===== src/hdl/pom_pkg.sv =====
/*
 * Package for the pin output source multiplexer: register map, field layout,
 * source and select codes, and the carrier structs for port status.
 * Assumes a classic Wishbone slave with 32-bit data and byte addressing.
 */
`default_nettype none
package pom_pkg;
    localparam int unsigned POM_ADDR_W = 8;
    localparam int unsigned POM_DATA_W = 32;
    localparam int unsigned POM_NUM_RX = 4;
    localparam logic [POM_ADDR_W-1:0] POM_CTRL_ADDR = 8'h14;
    localparam logic [POM_ADDR_W-1:0] POM_STATUS_ADDR = 8'h18;
    localparam int unsigned POM_CTRL_W = 8;
    localparam int unsigned POM_EN_BIT = 0;
    localparam int unsigned POM_VAL_BIT = 1;
    localparam int unsigned POM_SRC_LSB = 2;
    localparam int unsigned POM_SRC_MSB = 4;
    localparam int unsigned POM_SEL_LSB = 5;
    localparam int unsigned POM_SEL_MSB = 7;
    localparam logic [POM_CTRL_W-1:0] POM_CTRL_RST = 8'h00;
    localparam logic [POM_DATA_W-1:0] POM_UNMAPPED_DATA = 32'h00000000;

    typedef logic [2:0] pom_code_t;

    localparam pom_code_t POM_SRC_RX3 = 3'h3;
    localparam pom_code_t POM_SRC_DEV = 3'h4;
    localparam pom_code_t POM_SRC_TX0 = 3'h6;

    localparam pom_code_t POM_RX_LOCK = 3'h4;
    localparam pom_code_t POM_RX_PASS = 3'h5;
    localparam pom_code_t POM_RX_FV = 3'h6;
    localparam pom_code_t POM_RX_LV = 3'h7;

    localparam pom_code_t POM_DEV_VAL = 3'h0;
    localparam pom_code_t POM_DEV_LOCK_OR = 3'h1;
    localparam pom_code_t POM_DEV_PASS_A = 3'h2;
    localparam pom_code_t POM_DEV_PASS_B = 3'h3;
    localparam pom_code_t POM_DEV_FSYNC = 3'h4;

    localparam pom_code_t POM_TX_PASS_AND = 3'h0;
    localparam pom_code_t POM_TX_PASS_OR = 3'h1;
    localparam pom_code_t POM_TX_FV = 3'h2;
    localparam pom_code_t POM_TX_LV = 3'h3;
    localparam pom_code_t POM_TX_SYNCED = 3'h4;
    localparam pom_code_t POM_TX_IRQ = 3'h5;

    // Status of one receive port, as produced by its link logic.
    typedef struct packed {
        logic [3:0] remote_gpio;
        logic lock;
        logic pass;
        logic frame_valid;
        logic line_valid;
        logic enabled;
        logic tx_selected;
    } pom_rx_s;

    // Status of the transmit port and device-wide signals.
    typedef struct packed {
        logic frame_valid;
        logic line_valid;
        logic synced;
        logic irq;
        logic frame_sync_pulse;
    } pom_tx_s;
endpackage : pom_pkg
`default_nettype wire


===== src/hdl/pom_pin_output_source_mux.sv =====
/*
 * Output source multiplexer and driver control for general-purpose pin 4.
 * Assumes all status inputs are synchronous to ref_clk_i and a classic
 * Wishbone master; the pin itself is resolved outside from data and enable.
 */
`default_nettype none
module pom_pin_output_source_mux
    import pom_pkg::*;
#(
    parameter int unsigned NUM_RX = POM_NUM_RX
)
(
    input wire logic ref_clk_i,
    input wire logic sys_rst_i,
    input wire logic wb_cyc_i,
    input wire logic wb_stb_i,
    input wire logic wb_we_i,
    input wire logic [POM_ADDR_W-1:0] wb_adr_i,
    input wire logic [3:0] wb_sel_i,
    input wire logic [POM_DATA_W-1:0] wb_dat_i,
    output logic [POM_DATA_W-1:0] wb_dat_o,
    output logic wb_ack_o,
    input wire pom_rx_s [NUM_RX-1:0] rx_status_i,
    input wire pom_tx_s tx_status_i,
    output logic pin4_data_o,
    output logic pin4_oe_n_o
);

    logic [POM_CTRL_W-1:0] pin4_output_control_r;
    logic ack_r;
    logic [POM_DATA_W-1:0] rdata_r;
    logic pin_data_r;
    logic pin_oe_n_r;
    logic mux_nxt;
    logic pin4_drive_enable;
    logic pin4_local_value;
    pom_code_t pin4_output_source;
    pom_code_t pin4_output_select;
    logic lock_any;
    logic pass_all_en;
    logic pass_all_sel;
    logic pass_any_sel;
    logic bus_req;

    assign pin4_drive_enable = pin4_output_control_r[POM_EN_BIT];
    assign pin4_local_value = pin4_output_control_r[POM_VAL_BIT];
    assign pin4_output_source = pin4_output_control_r[POM_SRC_MSB:POM_SRC_LSB];
    assign pin4_output_select = pin4_output_control_r[POM_SEL_MSB:POM_SEL_LSB];
    // A new request is taken only while no ack is out, so each ack lasts one cycle.
    assign bus_req = wb_cyc_i && wb_stb_i && !ack_r;

    // Port-wide aggregates; disabled ports are left out of lock_any and pass_all_en, while the tx_selected terms ignore enabled.
    always_comb
    begin
        lock_any = 1'b0;
        pass_all_en = 1'b1;
        pass_all_sel = 1'b1;
        pass_any_sel = 1'b0;
        for (int i = 0; i < NUM_RX; i++)
        begin
            if (rx_status_i[i].enabled)
            begin
                lock_any = lock_any | rx_status_i[i].lock;
                pass_all_en = pass_all_en & rx_status_i[i].pass;
            end
            if (rx_status_i[i].tx_selected)
            begin
                pass_all_sel = pass_all_sel & rx_status_i[i].pass;
                pass_any_sel = pass_any_sel | rx_status_i[i].pass;
            end
        end
    end

    // Pick one signal of one receive port by select code.
    function automatic logic rx_pick(input pom_rx_s st, input pom_code_t sel);
        logic r;
        r = 1'b0;
        case (sel)
            POM_RX_LOCK: r = st.lock;
            POM_RX_PASS: r = st.pass;
            POM_RX_FV: r = st.frame_valid;
            POM_RX_LV: r = st.line_valid;
            default: r = st.remote_gpio[sel[1:0]];
        endcase
        return r;
    endfunction : rx_pick

    always_comb
    begin
        mux_nxt = 1'b0;
        if (pin4_output_source <= POM_SRC_RX3)
        begin
            // Ports beyond NUM_RX are absent and read as low.
            if (32'(pin4_output_source) < NUM_RX)
            begin
                mux_nxt = rx_pick(rx_status_i[pin4_output_source[1:0]],
                    pin4_output_select);
            end
        end
        else if (pin4_output_source == POM_SRC_DEV)
        begin
            case (pin4_output_select)
                POM_DEV_VAL: mux_nxt = pin4_local_value;
                POM_DEV_LOCK_OR: mux_nxt = lock_any;
                POM_DEV_PASS_A: mux_nxt = pass_all_en;
                POM_DEV_PASS_B: mux_nxt = pass_all_en;
                POM_DEV_FSYNC: mux_nxt = tx_status_i.frame_sync_pulse;
                default: mux_nxt = 1'b0;
            endcase
        end
        else if (pin4_output_source == POM_SRC_TX0)
        begin
            case (pin4_output_select)
                POM_TX_PASS_AND: mux_nxt = pass_all_sel;
                POM_TX_PASS_OR: mux_nxt = pass_any_sel;
                POM_TX_FV: mux_nxt = tx_status_i.frame_valid;
                POM_TX_LV: mux_nxt = tx_status_i.line_valid;
                POM_TX_SYNCED: mux_nxt = tx_status_i.synced;
                POM_TX_IRQ: mux_nxt = tx_status_i.irq;
                default: mux_nxt = 1'b0;
            endcase
        end
    end

    // Control register; only byte lane 0 carries its bits.
    always_ff @(posedge ref_clk_i)
    begin
        if (sys_rst_i)
        begin
            pin4_output_control_r <= POM_CTRL_RST;
        end
        else if (bus_req && wb_we_i && wb_adr_i == POM_CTRL_ADDR && wb_sel_i[0])
        begin
            pin4_output_control_r <= wb_dat_i[POM_CTRL_W-1:0];
        end
    end

    // Every access, mapped or not, is acked one cycle after it is seen.
    always_ff @(posedge ref_clk_i)
    begin
        if (sys_rst_i)
        begin
            ack_r <= 1'b0;
            rdata_r <= POM_UNMAPPED_DATA;
        end
        else
        begin
            ack_r <= bus_req;
            rdata_r <= POM_UNMAPPED_DATA;
            if (bus_req && !wb_we_i)
            begin
                if (wb_adr_i == POM_CTRL_ADDR)
                begin
                    rdata_r <= {{(POM_DATA_W-POM_CTRL_W){1'b0}}, pin4_output_control_r};
                end
                else if (wb_adr_i == POM_STATUS_ADDR)
                begin
                    rdata_r <= {{(POM_DATA_W-2){1'b0}}, !pin_oe_n_r, pin_data_r};
                end
            end
        end
    end

    // The pin stage is registered so the pad sees no glitch from the mux.
    always_ff @(posedge ref_clk_i)
    begin
        if (sys_rst_i)
        begin
            pin_data_r <= 1'b0;
            pin_oe_n_r <= 1'b1;
        end
        else
        begin
            pin_oe_n_r <= !pin4_drive_enable;
            pin_data_r <= pin4_drive_enable ? mux_nxt : 1'b0;
        end
    end

    assign wb_ack_o = ack_r;
    assign wb_dat_o = rdata_r;
    assign pin4_data_o = pin_data_r;
    assign pin4_oe_n_o = pin_oe_n_r;

endmodule : pom_pin_output_source_mux
`default_nettype wire


===== config.mk =====
export PLATFORM = sky130hd
export DESIGN_NAME = pom_pin_output_source_mux
export DESIGN_NICKNAME = d
export VERILOG_FILES = /design/src/hdl/pom_pkg.sv /design/src/hdl/pom_pin_output_source_mux.sv
export SDC_FILE = /design/constraint.sdc
export NUM_CORES = 1
export LEC_CHECK = 0
export BUFFER_PORTS_ARGS = -buffer_cell sky130_fd_sc_hd__buf_2
export CAP_MARGIN = 10
export CORE_MARGIN = 3
export CORE_UTILIZATION = 37
export DETAILED_ROUTE_END_ITERATION = 16
export HOLD_SLACK_MARGIN = 0.1
export PLACE_DENSITY = 0.8
export SYNTH_ARGS = -nofsm -noshare
export SYNTH_HDL_FRONTEND = slang
export SYNTH_SLANG_ARGS = --single-unit

===== constraint.sdc =====
create_clock -name ref_clk_i -period 1.8 [get_ports ref_clk_i]
set_input_delay 0.27 -clock ref_clk_i [delete_from_list [all_inputs] [get_ports ref_clk_i]]
set_output_delay 0.27 -clock ref_clk_i [all_outputs]
set_load 0.02 [all_outputs]

; Word level (Yosys, flattened, before mapping)
; Cells that the tools add are included.
[classes]
reduce_logical = 15
eq_ne = 11
n_lt_le_gt_ge = 4
shift = 0
addsub = 0
mux = 29
mul = 0
div = 0
n_bitwise = 14
[ops]
columns = operator, count
row1 = 2-to-1 mux 1 bit, 21
row2 = binary-select mux 10 bit (select 2 bit), 1
row3 = == test 3 bit (second input constant), 6
row4 = == test 8 x 5 -> 1 bit (second input constant), 2
row5 = 2-to-1 mux 10 bit, 1
row6 = 2-to-1 mux 8 bit, 1
row7 = one-hot mux 1 bit (4 select lines), 2
row8 = AND 1 bit, 6
row9 = == test 3 x 2 -> 1 bit (second input constant), 2
row10 = logical AND 1 bit, 6
row11 = < comparator 2 x 3 -> 1 bit (second input constant), 2
row12 = OR 1 bit, 6
row13 = one-hot mux 1 bit (6 select lines), 1
row14 = OR reduction 2 bit, 3
row15 = zero test 1 bit, 4
row16 = == test 3 x 1 -> 1 bit (second input constant), 1
row17 = less-or-equal comparator 3 x 2 -> 1 bit (second input constant), 1
row18 = zero test 3 bit, 1
row19 = < comparator 3 bit (second input constant), 1
row20 = OR reduction 3 bit, 1
row21 = binary-select mux 1 bit (select 2 bit), 1
row22 = 2-to-1 mux 2 bit, 1
row23 = NOT 1 bit, 2
[word_totals]
mem_count = 0
latchBits = 0
word_cells = 79
output_inout_bits = 35
in_bits = 94
regBits = 43
ram_bits = 0
mem_bits_ro = 0

; Longest topological paths before layout
[depth]
ltp_word = 11
ltp_mapped = 6
ltp_nobuf = 5

; Least setup slack after synthesis
; Ideal clock, no wire load.
[synth_timing]
path_kind = input-to-reg
startpoint = input wb_adr_i[7]
endpoint = register pin4_output_control_r[0]
arrival_ns = 1.468
slack_ns = 0.205
cell_stages = 6
setup_ns = 0.127
cell_sequence = nor4_1 nand3b_1 or3_2 buf_2 mux2i_1 nor2_1
[synth_via]
elab_chain_len = 3
[synth_lines]
columns = item, line_no
row1 = start: declaration, pom_pin_output_source_mux.sv:18  ; input wire logic [POM_ADDR_W-1:0] wb_adr_i,
row2 = == test 8 x 5 -> 1 bit, pom_pin_output_source_mux.sv:132  ; else if (bus_req && wb_we_i && wb_adr_i == POM_CTRL_ADDR && wb_sel_i[0])
row3 = logical AND 1 bit (2 in a row), pom_pin_output_source_mux.sv:132
row4 = end signal: assignment, pom_pin_output_source_mux.sv:134  ; pin4_output_control_r <= wb_dat_i[POM_CTRL_W-1:0];
row5 = end: declaration, pom_pin_output_source_mux.sv:29  ; logic [POM_CTRL_W-1:0] pin4_output_control_r;
; Every way passes these cells.
; A chain may end at the register's enable or synchronous reset.

; Final worst setup path
[layout_timing]
startpoint = register pin4_output_control_r[5]
endpoint = register pin_data_r (netlist: pin4_data_o)
[layout_via]
elab_chain_len = 5
[layout_lines]
columns = item, line_no
row1 = == test 3 bit (tied with other cells), "pom_pin_output_source_mux.sv:78, pom_pin_output_source_mux.sv:113"
row2 = one-hot mux 1 bit (6 select lines) (tied with other cells), pom_pin_output_source_mux.sv:113  ; case (pin4_output_select)
row3 = 2-to-1 mux 1 bit (tied with other cells), pom_pin_output_source_mux.sv:111  ; else if (pin4_output_source == POM_SRC_TX0)
row4 = "2-to-1 mux 1 bit, on equally long branches", "pom_pin_output_source_mux.sv:100, pom_pin_output_source_mux.sv:94"
row5 = 2-to-1 mux 1 bit *, pom_pin_output_source_mux.sv:91  ; if (pin4_output_source <= POM_SRC_RX3)
row6 = end signal: assignment, pom_pin_output_source_mux.sv:175  ; pin_data_r <= pin4_drive_enable ? mux_nxt : 1'b0;
row7 = end: declaration, pom_pin_output_source_mux.sv:32  ; logic pin_data_r;
; Every way passes the cells marked *; elsewhere a longest branch is shown, timed or not. The select of a mux whose other input is x is not followed.

==> out/metrics.cfg <==
[drt]
antenna_left=0
wl_per_cell_um=11.5
avgViaCountPerCell=4.61
drt-initial-drc-count=54
wl_um=3270
route.vias.total=1308
drc=0
dr.pass1.iters=4

[logic_synthesis]
ys_ff_latch=19
synthFlopType=dfxtp_1
async_reset_ff_frac=0
syn_area_per_cell_um2=8.81
synth_edf_count=0
synthCells=161
ys_seq_area_frac=0.268
netlist-cell-type-count=33
ys_warn_count=0
synth_area_mm2=0.00142

[placed_design]
placed_area_mm2=0.00172
dp_hpwl_um=2780
place_ws_ns=0.0294
gp_congestion=0.800
numPortBuffers=77

[cells_and_area]
diodes=0
fin_area_mm2=0.00177
drive_above_1_share=0.374
final_nets=333
area_growth_pct=24.5
fillCellCount=343
ff_latch_area_um2=380
multi_input_comb_area_um2=832

[timing]
holdWs_ns=0.245
fmax_mhz=596
setup_viol=0
clock_skew_ns=0.00107
period_minus_slack_ns=1.68
rsz0062_at_grt=false
slew_violations=0
setup_ws_ns=0.123
hold_viol=0
fin_tns_setup_ns=0
fin_crit_sh=0.932

[run]
cap_violations=0

[die]
io_pins=129
coreArea_mm2=0.00352
start_util=0.403
dieHeight_um=67.9
rows=21
dieArea_mm2=0.00461
fp.dieW_um=67.9

[clock_network]
cts.sinks=19
postCtsSetupBuffers=0
cts_tree=built
cts-root-buf=clkbuf_8
hold_buffers=0
cts_buffers=3
clockBufferDepth=2
cts_max_level=1
clk_pin_slew_ns=0.07
clock_latency_ns=0.25
ctsResizeCount=0

[setup_path]
worstPathRequired_ns=1.97
start_kind=flop
ff2ff_path_depth=5
cp-end-kind=flop
worstSetupPathType=flop to flop
crit_arrival_ns=1.85
reg2reg_slack_ns=0.12
cp_max_fo=6

[global_routing]
grt_use_total=0.133
gr-total-overflow=0
grt_start_max_net_pins=15
grt_pass1_wl_um=4750
antenna_found_initial=0
grt_pass1_vias=1145

[power_and_ir_drop]
peakVddDrop_v=0.000273
p_per_area_mw_per_mm2=498
leakage_nw=0.886

[hold_path]
hold_path_depth=3
min_path_type=input port to flop

[status]
status=complete, no violations

==> state kept, by name (all words and copies together) (netlist names) <==
register and flops:
pin4_oe_n_o 1, wb_ack_o 1, pin4_data_o 1, pin4_output_control_r 8, wb_dat_o 8
==> per-stage QoR <==
stage	total power [W]	util	cells
after floorplan	0.000553	-	184
after global placement	0.000595	0.488	280
after detailed placement	0.000598	0.488	280
after CTS	0.000890	0.501	284
after global routing	0.000922	0.501	284
final	0.000880	0.501	284
==> report_power, final <==
group	internal (W)	switching, W
sequential	0.000421	0.000000326
combinational	0.0000735	0.0000944
clock	0.000154	0.000137
==> final timing paths <==
| check | endpoint | start |
|---|---|---|
| max | pin4_data_o | pin4_output_control_r[5] |
| min | pin4_output_control_r[5] | wb_dat_i[5] |
| max reg2reg | pin4_data_o | pin4_output_control_r[5] |
| min reg2reg | pin4_oe_n_o | pin4_output_control_r[0] |
==> cells in the mapped netlist, drive strengths merged, types with 2 or more instances <==
library cell / n / area, um2
nand3b: 3 / 22.5
and2: 6 / 37.5
a211oi: 5 / 37.5
inv: 7 / 26.3
dfxtp: 19 / 380
a311oi: 2 / 17.5
nand2b: 4 / 25.0
nand3: 6 / 30.0
a211o: 2 / 17.5
nor2: 12 / 45.0
a21oi: 5 / 25.0
a22oi: 8 / 60.1
clkbuf: 6 / 72.6
mux2i: 26 / 260
nand2: 5 / 18.8
nor2b: 5 / 31.3
buf: 26 / 193
nor3b: 2 / 26.3
==> cells by family after synthesis <==
logic type | after synthesis | share of synthesized area
flip-flops | 19 | 0.268
multiplexers | 26 | 0.184
buffers and inverters | 39 | 0.206
other | 1 | 0.00265
AND/OR/NAND/NOR | 48 | 0.195
AO/OA/AOI/OAI | 28 | 0.145
==> per-layer routing <==
layer,track usage,up-vias,part of all wire
li1,-,680,-
met1,0.149,579,0.39
met2,0.242,49,0.51
met3,0.0542,0,0.11
met4,0.0149,0,0
met5,0,-,0
==> cell usage in the layout, fill, tap and decap left out, types with 2 or more instances in the layout <==
| cell type | synthesis | routed |
|---|---|---|
| a22oi_1 | 8 | 8 |
| buf_2 | 1 | 77 |
| mux2i_1 | 26 | 26 |
| inv_1 | 7 | 7 |
| clkbuf_8 | 5 | 3 |
| nor2b_1 | 5 | 5 |
| a211oi_1 | 5 | 5 |
| a21oi_1 | 5 | 5 |
| conb_1 | 1 | 24 |
| nand3b_1 | 3 | 3 |
| and2_1 | 6 | 6 |
| nand2b_1 | 4 | 4 |
| nor2_1 | 12 | 12 |
| nand3_1 | 6 | 6 |
| nand2_1 | 5 | 5 |
| a311oi_1 | 2 | 2 |
| dfxtp_1 | 19 | 19 |
| a211o_1 | 2 | 2 |
| buf_4 | 25 | 5 |
==> critical path, stage by stage (launching register included) <==
cell and delay (ns):
dfxtp_1 0.39, or2_1 0.30, a2111oi_0 0.43, a211o_1 0.20, a221oi_1 0.07, a211oi_1 0.21
==> final cells by class <==
type                            count  share of cell area
Clock buffer                        3              0.0234
Clock inverter                      1             0.00283
Inverter                            7              0.0149
Multi-Input combinational cell    126               0.471
Sequential cell                    19               0.215
Tap cell                           46              0.0326
Timing Repair Buffer               82               0.240
Power figures use the tool's default switching activity.
